<file path="src/core/fca_pkg.sv">
package fca_pkg;
  // Register byte addresses on APB.
  localparam logic [7:0] FCA_ADDR_CTRL = 8'h00;
  localparam logic [7:0] FCA_ADDR_ARITH = 8'h04;
  localparam logic [7:0] FCA_ADDR_LEN = 8'h08;
  localparam logic [7:0] FCA_ADDR_SPTR = 8'h0c;
  localparam logic [7:0] FCA_ADDR_CPTR = 8'h10;
  localparam logic [7:0] FCA_ADDR_DCC = 8'h14;
  localparam logic [7:0] FCA_ADDR_STAT = 8'h18;
  localparam logic [7:0] FCA_ADDR_SCALE = 8'h1c;
  // Control register bit positions.
  localparam int FCA_CTRL_RUN = 0;
  localparam int FCA_CTRL_IIE = 1;
  localparam int FCA_CTRL_OIE = 2;
  // Field positions in the decimation and channel register.
  localparam int FCA_DEC_LSB = 8;
  localparam int FCA_CHL_LSB = 0;
  // Reset values.
  localparam logic [1:0] FCA_SCALE_RST = 2'h0;
  localparam logic [23:0] FCA_DCC_RST = 24'h000000;
  localparam logic [15:0] FCA_PTR_RST = 16'h0000;
  localparam logic [11:0] FCA_LEN_RST = 12'h000;
  // Scale select codes.
  localparam logic [1:0] FCA_SCL_NONE = 2'h0;
  localparam logic [1:0] FCA_SCL_X8 = 2'h1;
  localparam logic [1:0] FCA_SCL_X16 = 2'h2;
  // Interrupt vector offsets.
  localparam logic [7:0] FCA_VEC_IN = 8'h68;
  localparam logic [7:0] FCA_VEC_OUT = 8'h6a;
  typedef enum logic [1:0] {
    FCA_IDLE = 2'b01,
    FCA_RUN = 2'b10
  } fca_state_t;
endpackage

</file>
<file path="src/core/fca_addr_config.sv">
// The placing of the registers and the APB slave port are this design's own decisions.
`timescale 1ns/1ps
module fca_addr_config
  import fca_pkg::*;
#(
  parameter int DW = 24
)(
  // Clock and reset.
  input wire logic i_clk,
  input wire logic i_srst,
  // APB slave.
  input wire logic i_psel,
  input wire logic i_penable,
  input wire logic i_pwrite,
  input wire logic [7:0] i_paddr,
  input wire logic [31:0] i_pwdata,
  output logic [31:0] o_prdata,
  output logic o_pready,
  output logic o_pslverr,
  // Datapath events.
  input wire logic i_sample_step,
  input wire logic i_coef_step,
  input wire logic i_session_start,
  input wire logic i_input_empty,
  input wire logic i_output_full,
  input wire logic signed [DW-1:0] i_mac_result,
  // Outputs.
  output logic [15:0] o_sample_addr,
  output logic [15:0] o_coef_addr,
  output logic signed [DW-1:0] o_scaled_result,
  output logic o_run_on,
  output logic o_irq_in_req,
  output logic o_irq_out_req,
  output logic [7:0] o_irq_vector,
  output logic o_dma_req11,
  output logic o_dma_req12
);
  if (DW < 8)
  begin : g_dw_chk
    $error("DW too small");
  end

  // ****************************************************************
  // Registers
  // ****************************************************************
  logic [2:0] ctrl_r;
  logic [1:0] scale_r;
  logic [11:0] len_r;
  logic [15:0] sptr_r;
  logic [15:0] cptr_r;
  logic [15:0] cstep_r;
  logic [23:0] dcc_r;
  logic [5:0] chan_r;
  fca_state_t state_r;
  fca_state_t state_nxt;
  logic [15:0] sptr_nxt;
  logic [15:0] cstep_nxt;
  logic [5:0] chan_nxt;

  wire wr_en = i_psel & i_penable & i_pwrite;
  wire run = ctrl_r[FCA_CTRL_RUN];
  wire running = state_r == FCA_RUN;

  // ****************************************************************
  // Ring bounds
  // ****************************************************************
  // Ring size M as 13 bits so a full 4096 entry ring fits.
  wire [12:0] ring_m = {1'b0, len_r} + 13'h0001;
  logic [15:0] kmask;
  always_comb
  begin
    kmask = 16'h0000;
    for (int i = 0; i < 13; i++)
    begin
      if ((13'h0001 << i) < ring_m)
      begin
        kmask[i] = 1'b1;
      end
    end
  end
  // Mask covers the k low bits with 2^k >= M.
  wire [15:0] s_low = sptr_r & ~kmask;
  wire [15:0] s_up = s_low + {3'h0, len_r};
  wire [15:0] c_low = cptr_r & ~kmask;
  wire [15:0] c_up = c_low + {3'h0, len_r};
  // Each channel owns one 2^k block, so the channel index is
  // added above the ring bits in both banks.
  wire [15:0] chan_off = ({10'h000, chan_r} << $countones(kmask));

  always_comb
  begin
    sptr_nxt = sptr_r;
    if (running && i_sample_step)
    begin
      sptr_nxt = (sptr_r == s_up) ? s_low : sptr_r + 16'h0001;
    end
  end

  always_comb
  begin
    cstep_nxt = cstep_r;
    if (!running || i_session_start)
    begin
      cstep_nxt = c_low;
    end
    else if (i_coef_step && cstep_r != c_up)
    begin
      cstep_nxt = cstep_r + 16'h0001;
    end
  end

  // Channel index advances on each session start; all channels
  // share config, so this index is internal logic reset on stop.
  always_comb
  begin
    chan_nxt = chan_r;
    if (!running)
    begin
      chan_nxt = 6'h00;
    end
    else if (i_session_start)
    begin
      chan_nxt = (chan_r == dcc_r[FCA_CHL_LSB +: 6]) ? 6'h00 :
        chan_r + 6'h01;
    end
  end

  always_comb
  begin
    state_nxt = state_r;
    case (state_r)
      FCA_IDLE: if (run) state_nxt = FCA_RUN;
      FCA_RUN: if (!run) state_nxt = FCA_IDLE;
      default: state_nxt = FCA_IDLE;
    endcase
  end

  // ****************************************************************
  // Register writes
  // ****************************************************************
  wire stopped_wr = wr_en & ~run;
  always_ff @(posedge i_clk)
  begin
    if (i_srst)
    begin
      ctrl_r <= 3'h0;
      scale_r <= FCA_SCALE_RST;
      len_r <= FCA_LEN_RST;
      sptr_r <= FCA_PTR_RST;
      cptr_r <= FCA_PTR_RST;
      dcc_r <= FCA_DCC_RST;
      state_r <= FCA_IDLE;
      cstep_r <= FCA_PTR_RST;
      chan_r <= 6'h00;
    end
    else
    begin
      state_r <= state_nxt;
      cstep_r <= cstep_nxt;
      chan_r <= chan_nxt;
      sptr_r <= sptr_nxt;
      if (wr_en && i_paddr == FCA_ADDR_CTRL)
        ctrl_r <= i_pwdata[2:0];
      // Scale, length and DCC writes during run are dropped to keep the datapath sane; pointer writes always land.
      if (stopped_wr && i_paddr == FCA_ADDR_ARITH)
        scale_r <= i_pwdata[1:0];
      if (stopped_wr && i_paddr == FCA_ADDR_LEN)
        len_r <= i_pwdata[11:0];
      if (wr_en && i_paddr == FCA_ADDR_SPTR)
        sptr_r <= i_pwdata[15:0];
      if (wr_en && i_paddr == FCA_ADDR_CPTR)
        cptr_r <= i_pwdata[15:0];
      if (stopped_wr && i_paddr == FCA_ADDR_DCC)
      begin
        dcc_r <= {12'h000, i_pwdata[11:8], 2'h0, i_pwdata[5:0]};
      end
    end
  end

  // ****************************************************************
  // Read mux and outputs
  // ****************************************************************
  logic [31:0] rd_mux;
  logic hit;
  always_comb
  begin
    rd_mux = 32'h0000_0000;
    hit = 1'b1;
    case (i_paddr)
      FCA_ADDR_CTRL: rd_mux = {29'h0, ctrl_r};
      FCA_ADDR_ARITH: rd_mux = {30'h0, scale_r};
      FCA_ADDR_LEN: rd_mux = {20'h0, len_r};
      FCA_ADDR_SPTR: rd_mux = {16'h0, sptr_r};
      FCA_ADDR_CPTR: rd_mux = {16'h0, c_low};
      FCA_ADDR_DCC: rd_mux = {8'h0, dcc_r};
      FCA_ADDR_STAT: rd_mux = {28'h0, i_output_full, i_input_empty,
        running, run};
      FCA_ADDR_SCALE: rd_mux = {16'h0, cstep_r};
      default: hit = 1'b0;
    endcase
  end

  logic signed [DW-1:0] scaled;
  always_comb
  begin
    case (scale_r)
      FCA_SCL_X8: scaled = i_mac_result <<< 3;
      FCA_SCL_X16: scaled = i_mac_result <<< 4;
      default: scaled = i_mac_result;
    endcase
  end

  wire irq_in = running & i_input_empty & ctrl_r[FCA_CTRL_IIE];
  wire irq_out = running & i_output_full & ctrl_r[FCA_CTRL_OIE];
  wire [7:0] vec = irq_in ? FCA_VEC_IN : FCA_VEC_OUT;

  always_ff @(posedge i_clk)
  begin
    if (i_srst)
    begin
      o_prdata <= 32'h0000_0000;
      o_pready <= 1'b0;
      o_pslverr <= 1'b0;
      o_sample_addr <= FCA_PTR_RST;
      o_coef_addr <= FCA_PTR_RST;
      o_scaled_result <= '0;
      o_run_on <= 1'b0;
      o_irq_in_req <= 1'b0;
      o_irq_out_req <= 1'b0;
      o_irq_vector <= 8'h00;
      o_dma_req11 <= 1'b0;
      o_dma_req12 <= 1'b0;
    end
    else
    begin
      o_pready <= i_psel & ~i_penable;
      o_prdata <= rd_mux;
      o_pslverr <= i_psel & ~i_penable & ~hit;
      o_sample_addr <= sptr_nxt + chan_off;
      o_coef_addr <= cstep_nxt + chan_off;
      o_scaled_result <= scaled;
      o_run_on <= running;
      o_irq_in_req <= irq_in;
      o_irq_out_req <= irq_out;
      o_irq_vector <= vec;
      o_dma_req11 <= running & i_input_empty;
      o_dma_req12 <= running & i_output_full;
    end
  end

  // ****************************************************************
  // Checks
  // ****************************************************************
  property p_wrap;
    @(posedge i_clk) disable iff (i_srst)
    running && i_sample_step && sptr_r == s_up && !wr_en |=>
      sptr_r == $past(s_low);
  endproperty
  a_wrap: assert property (p_wrap) else $error("no wrap");
  property p_cread;
    @(posedge i_clk) disable iff (i_srst)
    hit && i_paddr == FCA_ADDR_CPTR |=> o_prdata == {16'h0, $past(c_low)};
  endproperty
  a_cread: assert property (p_cread) else $error("bad cptr read");
  property p_dcc_hold;
    @(posedge i_clk) disable iff (i_srst) run |=> $stable(dcc_r);
  endproperty
  a_dcc_hold: assert property (p_dcc_hold) else $error("dcc lost");
  property p_dma;
    @(posedge i_clk) disable iff (i_srst)
    running && i_input_empty |=> o_dma_req11;
  endproperty
  a_dma: assert property (p_dma) else $error("no dma 11");
  property p_irq;
    @(posedge i_clk) disable iff (i_srst) irq_in |=> o_irq_vector == 8'h68;
  endproperty
  a_irq: assert property (p_irq) else $error("bad vector");
  property p_irq2;
    @(posedge i_clk) disable iff (i_srst)
    irq_out && !irq_in |=> o_irq_out_req && o_irq_vector == 8'h6a;
  endproperty
  a_irq2: assert property (p_irq2) else $error("bad out irq");
  property p_rsv;
    @(posedge i_clk) disable iff (i_srst)
    dcc_r[23:12] == 12'h0 && dcc_r[7:6] == 2'h0;
  endproperty
  a_rsv: assert property (p_rsv) else $error("reserved set");
  property p_scl;
    @(posedge i_clk) disable iff (i_srst)
    scale_r == 2'h3 |=> o_scaled_result == $past(i_mac_result);
  endproperty
  a_scl: assert property (p_scl) else $error("bad scale");
  property p_scl8;
    @(posedge i_clk) disable iff (i_srst)
    scale_r == FCA_SCL_X8 |=> o_scaled_result == ($past(i_mac_result) <<< 3);
  endproperty
  a_scl8: assert property (p_scl8) else $error("bad x8");
  property p_stop;
    @(posedge i_clk) disable iff (i_srst)
    !run |-> ##2 !(o_irq_in_req || o_irq_out_req ||
      o_dma_req11 || o_dma_req12);
  endproperty
  a_stop: assert property (p_stop) else $error("live when off");
  property p_cwalk;
    @(posedge i_clk) disable iff (i_srst)
    running && i_session_start |=> cstep_r == $past(c_low);
  endproperty
  a_cwalk: assert property (p_cwalk) else $error("bad start");
  property p_cend;
    @(posedge i_clk) disable iff (i_srst)
    running && i_coef_step && !i_session_start && !wr_en &&
      cstep_r == c_up |=> cstep_r == $past(c_up);
  endproperty
  a_cend: assert property (p_cend) else $error("walk past end");
  c_wrap: cover property (@(posedge i_clk)
    running && i_sample_step && sptr_r == s_up);
  c_run: cover property (@(posedge i_clk) state_r == FCA_IDLE ##1 running);
  c_scl: cover property (@(posedge i_clk) running && scale_r == FCA_SCL_X16);
  c_irq: cover property (@(posedge i_clk) irq_in && irq_out);
endmodule // fca_addr_config

</file>
<file path="config.mk">
export PLATFORM = sky130hd
export DESIGN_NAME = fca_addr_config
export DESIGN_NICKNAME = d
export VERILOG_FILES = /design/src/core/fca_pkg.sv /design/src/core/fca_addr_config.sv
export SDC_FILE = /design/constraint.sdc
export NUM_CORES = 1
export LEC_CHECK = 0
export BUFFER_PORTS_ARGS = -buffer_cell sky130_fd_sc_hd__buf_2
export CORE_MARGIN = 4
export CORE_UTILIZATION = 40
export CTS_BUF_LIST = sky130_fd_sc_hd__clkbuf_8
export CTS_CLUSTER_DIAMETER = 200
export CTS_CLUSTER_SIZE = 40
export DETAILED_ROUTE_END_ITERATION = 8
export PLACE_DENSITY = 0.63
export SETUP_SLACK_MARGIN = 0.3
export SLEW_MARGIN = 5
export SYNTH_ARGS = -nofsm -noshare
export SYNTH_HDL_FRONTEND = slang
export SYNTH_SLANG_ARGS = --single-unit
export TNS_END_PERCENT = 1
</file>
<file path="constraint.sdc">
create_clock -name i_clk -period 27.7 [get_ports i_clk]
set_clock_uncertainty 0.2 [all_clocks]
set_input_delay 5.54 -clock i_clk [delete_from_list [all_inputs] [get_ports i_clk]]
set_output_delay 5.54 -clock i_clk [all_outputs]
set_load 0.005 [all_outputs]
</file>
# == Yosys cells after proc, flatten, opt, wreduce, memory -nomap -nowiden ==
# Cells that the tools add are included.
# op_classes
addsub,20
n_lt_le_gt_ge,13
eq_ne,16
shifts,1
muxes,26
bitwise,16
reduce_logical,14
# ops
op,count
16-bit case mux with 8 select lines,1
16-bit 2-to-1 mux,5
24-bit case mux with 2 select lines,1
16-bit by 1-bit adder with 16-bit output (second input constant),2
16-bit by 12-bit adder with 16-bit output,2
16-bit adder,2
16-bit bitwise AND,2
8-bit by 5-bit equality test with 1-bit output (second input constant),4
16-bit equality test,1
8-bit by 4-bit equality test with 1-bit output (second input constant),2
16-bit != test,1
13-bit inverter with 16-bit output,1
6-bit by 5-bit << shifter with 16-bit output,1
1-bit 2-to-1 mux,14
12-bit by 1-bit adder with 13-bit output (second input constant),1
1-bit by 13-bit less-than comparator with 1-bit output (first input constant),1
10-bit by 13-bit less-than comparator with 1-bit output (first input constant),1
11-bit by 13-bit less-than comparator with 1-bit output (first input constant),1
12-bit by 13-bit less-than comparator with 1-bit output (first input constant),1
13-bit less-than comparator (first input constant),1
2-bit by 13-bit less-than comparator with 1-bit output (first input constant),1
3-bit by 13-bit less-than comparator with 1-bit output (first input constant),1
4-bit by 13-bit less-than comparator with 1-bit output (first input constant),1
5-bit by 13-bit less-than comparator with 1-bit output (first input constant),1
27 further kinds,57
# totals
ff_bits,186
inputBits,74
out_inout_bits,103
word_cells,127

# == Longest topological paths before layout ==
# Gate-level depths: netlist of the first run.
# logic_depth
word_depth,11
ltp_mapped,43

# == Worst setup path before layout of the first run ==
# OpenSTA, ideal clock, no wires.
# synth_path
kind,input to register
from,input port i_session_start
to,register o_coef_addr[15]
arrival_time_ps,8964
setup_slack_ps,18472
cell_stages,18
path_buffers,2
path_cell_list,clkbuf_1 -> nor2_1 -> clkbuf_1 -> nor2_1 -> a21oi_1 -> ha_1 -> a21oi_1 -> nand2b_1 -> a21boi_0 -> o311a_1 -> o31a_1 -> nand4_1 -> nand4b_1 -> a21oi_1 -> xor2_1 -> nand4_1 -> mux2_1 -> nand4_1
# synth_between
elab_chain_len,3
# synth_lines
item,line,rtl
start: declaration,fca_addr_config.sv:23,"input wire logic i_session_start,"
1-bit logical OR,fca_addr_config.sv:102,if (!running || i_session_start)
16-bit 2-to-1 mux,fca_addr_config.sv:102,
named net cstep_nxt[2],fca_addr_config.sv:57,logic [15:0] cstep_nxt;
16-bit adder,fca_addr_config.sv:240,o_coef_addr <= cstep_nxt + chan_off;
end signal: assignment,fca_addr_config.sv:240,
end: declaration,fca_addr_config.sv:29,"output logic [15:0] o_coef_addr,"
# The timed path passes the listed nets, and every way through them passes these cells.
# A chain may end at the register's enable or synchronous reset.

# == Final worst setup path of the first run ==
# layout_path
from,register len_r[1]
to,register o_coef_addr[15]
# layout_between
elab_chain_len,11
# layout_lines
item,line,rtl
start: declaration,fca_addr_config.sv:48,logic [11:0] len_r;
start signal: assignment,fca_addr_config.sv:168,len_r <= i_pwdata[11:0];
"parallel branches: the longest is 10 deep, another holds 12-bit by 1-bit adder with 13-bit output",--,
16-bit adder *,fca_addr_config.sv:240,
# Every way passes the cells marked *.

==> impl_metrics.yaml, run 1 <==
drt:
  postRouteAntennaNets: 0
  drt_iter0_markers: 863
  firstDrtPassIters: 6
  drt_wl_total_um: 36300
  via_count: 11400
  vias_per_cell: 5.66
  post_drt_wl_per_cell_um: 18.0
  drc: 0
clock_network:
  clockBufferDepth: 2
  postCtsHoldBufs: 0
  postCtsResizedCells: 0
  cts_root_buf: "clkbuf_8"
  cts.sinks: 164
  insertion_delay_ns: 0.48
  cts_buffers: 17
  path_clk_slew_ns: 0.11
  cts_tree: "done"
  post-cts-setup-buffer-count: 0
  htree_num_levels: 4
job:
  max_cap_viol_count: 0
floorplanning:
  die_h_um: 179
  start_util_pct: 40.6
  io_pins: 177
  core_area_sq_mm: 0.0288
  dieArea_sq_mm: 0.0320
  rows: 62
  die_w_um: 179
setup_path:
  r2r-start: "len_r[1]"
  crit_start: "len_r[1]"
  worstSetupPathType: "reg -> reg"
  worst_path_largest_cell_delay_ns: 0.71
  end_kind: "register"
  startpoint_type: "register"
  worstPathMaxFanout: 15
  cp.required_ns: 27.93
  slowest_stage: "xor2_1"
  arrival_ns: 11.15
  cpMostUsedCell: "fa_1"
grt:
  grt_overflow: 0
  antenna_found_initial: 2
  grt_pass1_vias: 10500
  grt_util_all_layers_pct: 22.2
  grt_pass1_wl_um: 56600
  grt_max_degree: 74
cells_and_area:
  fin_nets: 1766
  antennaDiodeCount: 0
  area_growth_pct: 10.5
  finalInstanceArea_sq_mm: 0.0129
  utilization_pct: 44.9
  drive_gt1_share_pct: 12.5
timing:
  min_period_over_period_pct: 39.4
  drv_slew: 0
  timing.fmax_mhz: 91.6
  rsz0062_at_grt: "no"
  period_needed_ns: 10.91
  final_hold_viol_count: 0
  worst_pin_slew_ns: 1.37
  fin_setup_tns_ns: 0
  hold-worst-slack_ns: 0.254
  maxSlewHeadroom_pct: 8.49
  setup-violations-final: 0
placed_design:
  placed_area_sq_mm: 0.0125
  place_congestion: 0.966
  portBuffers: 140
  dp_hpwl_um: 27800
yosys:
  netlist-cell-type-count: 82
  ys.flop_type: "dfxtp_1"
  avgSynthCellArea_sq_um: 7.55
  synthTopCellsByArea: "dfxtp_1 28%, ha_1 6.5%, nand2_1 6.0%"
  yosys-top-cells-count: "187 x nand2_1, 176 x nor2_1, 164 x dfxtp_1, 132 x a21oi_1, 72 x clkbuf_1"
  netlist_area_sq_mm: 0.0117
  synth.largest_area_cell: "dfxtp_1"
  syn_inst: 1547
  synth-edff-count: 0
  synth-seq-area-share_pct: 28.1
  yosysMostFrequentCell: "nand2_1"
  ys_seq_elements: 164
  ys_warn_count: 0
  synth-async-reset-ratio_pct: 0
  yosysTopAreaCellShare_pct: 28.1
hold_path:
  hold_path_class: "reg -> reg"
  worstHoldStart: "cptr_r[0]"
power:
  p_leak_nw: 5.45
  peakVddDrop_mv: 0.0236
  p_per_area_mw_per_mm2: 40.6
  power_mw: 0.524
run_status:
  status: "complete, no violations"
## worst max-delay path: cells and delay by family (launching register included)
| kind | cells | cell delay [ns] |
|---|---|---|
| muxes | 2 | 0.55 |
| adders and majority gates | 8 | 3.64 |
| buffers and inverters | 3 | 0.37 |
| xor gates and xnor gates | 2 | 1.08 |
| DFF | 1 | 0.69 |
| and+or+nand+nor | 9 | 2.02 |
| AOI/OAI and AO/OA | 9 | 2.29 |
## logic make-up after synthesis
| logic type | share of synthesized area [%] |
|---|---|
| flops | 28.1 |
| compound gates | 21.3 |
| other cells | 0.0321 |
| xor+xnor | 7.76 |
| buf+inv | 6.62 |
| simple gates | 25.1 |
| fa+ha+maj | 8.67 |
| mux | 2.38 |
## state kept, by name, indices dropped and copies added, names as in the netlist, 2 cells and up
signal	cells
o_coef_addr	16
o_irq_vector	2
cstep_r	16
o_prdata	16
dcc_r	10
o_scaled_result	24
o_sample_addr	16
chan_r	6
cptr_r	16
sptr_r	16
ctrl_r	3
len_r	12
scale_r	2
state_r	2
## where the power goes
group / internal, mW / leakage, nW / total, mW / switching, mW
clock: 0.0787 / 0.217 / 0.195 / 0.116
sequential: 0.242 / 1.33 / 0.246 / 0.00421
combinational: 0.0293 / 3.90 / 0.0830 / 0.0537
## cell type report
type,instances,area [sq um]
fillers,2890,15900
multi-input cells,1229,7710
flip-flops and latches,164,3280
repair buffers,151,786
well taps,384,480
clock buffers,17,234
inverters,56,210
clock inverters,15,209
## through the flow
step / cells / worst slack (ns)
after floorplan: 1566 / 18.47
after detailed placement: 1984 / 16.81
after CTS: 2016 / 16.77
after global placement: 1984 / 17.02
final: 2016 / 16.79
after global routing: 2016 / 15.90
## per-layer routing
layer  routed length (um)  global-route usage [%]
met1                16200                    30.1
met5                   21                       0
met2                16700                    35.7
met4                  982                    8.12
met3                 2490                    3.65
## worst paths after layout
check | to | slack [ns] | depth (start not counted)
max | o_coef_addr[15] | 16.79 | 33
min reg2reg | cptr_r[0] | 0.25 | 2
min | cptr_r[0] | 0.25 | 2
max reg2reg | o_coef_addr[15] | 16.79 | 33
## cells in the final DEF, fill, tap and decap left out, types with 29 or more instances in the layout
master	instances
nand2_1	187
nor2_1	175
dfxtp_1	164
buf_2	139
a21oi_1	132
ha_1	61
nand3_1	59
xnor2_1	57
inv_1	56
xor2_1	44
o21ai_0	41
nor3_1	38
a22oi_1	36
and2_1	32
and3_1	29
No activity file was read; power rests on OpenSTA's default activity.
==> run 2, diff against run 1 <==
- clock period: 27.7 -> 10.94 ns (I/O delays scaled with it)
==> impl_metrics.yaml, run 2 (synthesis results as in run 1) <==
power:
  p_leak_nw: 5.50
  clkPwrFrac_pct: 36.9
  intPower_mw: 0.900
  peakVddDrop_mv: 0.0969
  p_per_area_mw_per_mm2: 104
  p_comb_share_pct: 17.0
  pwr-share-seq_pct: 46.1
  p_sw_share_pct: 33.4
  power.net_switching_mw: 0.451
floorplanning:
  die_h_um: 179
  dieArea_sq_mm: 0.0320
  rows: 62
  core_area_sq_mm: 0.0288
  start_util_pct: 40.6
  io_pins: 177
  die_w_um: 179
drt:
  drt_iter0_markers: 1215
  post_drt_wl_per_cell_um: 18.9
  postRouteAntennaNets: 0
  via_count: 11500
  drt_wl_total_um: 38300
  vias_per_cell: 5.64
  firstDrtPassIters: 8
  drc: 0
clock_network:
  cts_root_buf: "clkbuf_8"
  htree_num_levels: 4
  cts.sinks: 164
  postCtsResizedCells: 0
  cts_buffers: 17
  post-cts-setup-buffer-count: 0
  clockBufferDepth: 2
  cts_tree: "done"
  insertion_delay_ns: 0.49
  path_clk_slew_ns: 0.11
  postCtsHoldBufs: 0
setup_path:
  worstPathMaxFanout: 12
  cpMostUsedCell: "fa_1"
  startpoint_type: "register"
  cp_top_family: "adder cells"
  slowest_stage: "fa_1"
  worstSetupPathType: "reg -> reg"
  worst-path-buf-inv: 3
  worst_path_largest_cell_delay_ns: 0.75
  cp.required_ns: 11.17
  arrival_ns: 10.17
  end_kind: "register"
cells_and_area:
  fin_nets: 1779
  final_cell_mix: "187 x nand2_1, 174 x nor2_1, 162 x dfxtp_1"
  fin_cells: 2029
  finalInstanceArea_sq_mm: 0.0130
  largest_reg_flops: 24
  final_common_cell: "nand2_1"
  area_growth_pct: 11.3
  antennaDiodeCount: 0
  regMostFlops: "o_scaled_result"
  drive_gt1_share_pct: 13.4
  utilization_pct: 45.2
run_status:
  status: "complete, no violations"
timing:
  worst_pin_slew_ns: 1.16
  setup-violations-final: 0
  drv_slew: 0
  timing.fmax_mhz: 101
  final_hold_viol_count: 0
  min_period_over_period_pct: 90.8
  maxSlewHeadroom_pct: 22.9
  fin_setup_tns_ns: 0
  rsz0062_at_grt: "no"
  period_needed_ns: 9.94
  worst_slack_ns: 1.00
grt:
  grt_pass1_wl_um: 59000
  grt_util_all_layers_pct: 23.4
  grt_max_degree: 70
  grt_overflow: 0
  antenna_found_initial: 0
  grt_pass1_vias: 10700
placed_design:
  dp_hpwl_um: 29000
  placed_area_sq_mm: 0.0126
  dp_slack_ns: 0.751
  place_congestion: 0.906
  portBuffers: 140
  dp_cells: 1997
job:
  max_cap_viol_count: 0
hold_path:
  hold_path_class: "reg -> reg"
run 2: power groups by stage:
stage	sequential [mW]	combinational [mW]	clock [mW]
floorplan	0.632	0.132	0
global placement	0.637	0.221	0
detailed placement	0.636	0.222	0
CTS	0.623	0.224	0.506
global route	0.625	0.247	0.529
finish	0.623	0.229	0.498
run 2: worst paths after layout:
check                    end      start  depth (start not counted)  slack [ns]
max          o_coef_addr[15]   len_r[0]                         34        1.00
min                cptr_r[2]  cptr_r[2]                          2        0.26
max reg2reg  o_coef_addr[15]   len_r[0]                         34        1.00
min reg2reg        cptr_r[2]  cptr_r[2]                          2        0.26
run 2: through the flow:
stage / power (mW) / hold WS, ns
2_1_floorplan: 0.764 / 0.212
3_3_place_gp: 0.858 / 0.235
3_5_place_dp: 0.859 / 0.245
4_1_cts: 1.35 / 0.258
5_1_grt: 1.40 / 0.288
6_report: 1.35 / 0.257
run 2: cell type report:
cell class / count / area [sq um]
Fill cell: 2923 / 15800
Multi-Input combinational cell: 1229 / 7720
Sequential cell: 164 / 3290
Timing Repair Buffer: 164 / 883
Tap cell: 384 / 480
Clock buffer: 18 / 248
Inverter: 56 / 210
Clock inverter: 14 / 183
run 2: metal layers:
layer | vias to the layer above | wire (um) | global-route usage [%]
met1 | 5374 | 17000 | 31.3
li1 | 5600 | - | -
met5 | - | 0 | 0
met3 | 58 | 2710 | 4.79
met2 | 420 | 17300 | 37.8
met4 | 0 | 1200 | 7.80
run 2: worst min-delay path: cells and delay by family (launching register included):
| kind | cells | cell delay (ns) |
|---|---|---|
| flops | 1 | 0.32 |
| simple gates | 1 | 0.05 |
| compound gates | 1 | 0.05 |
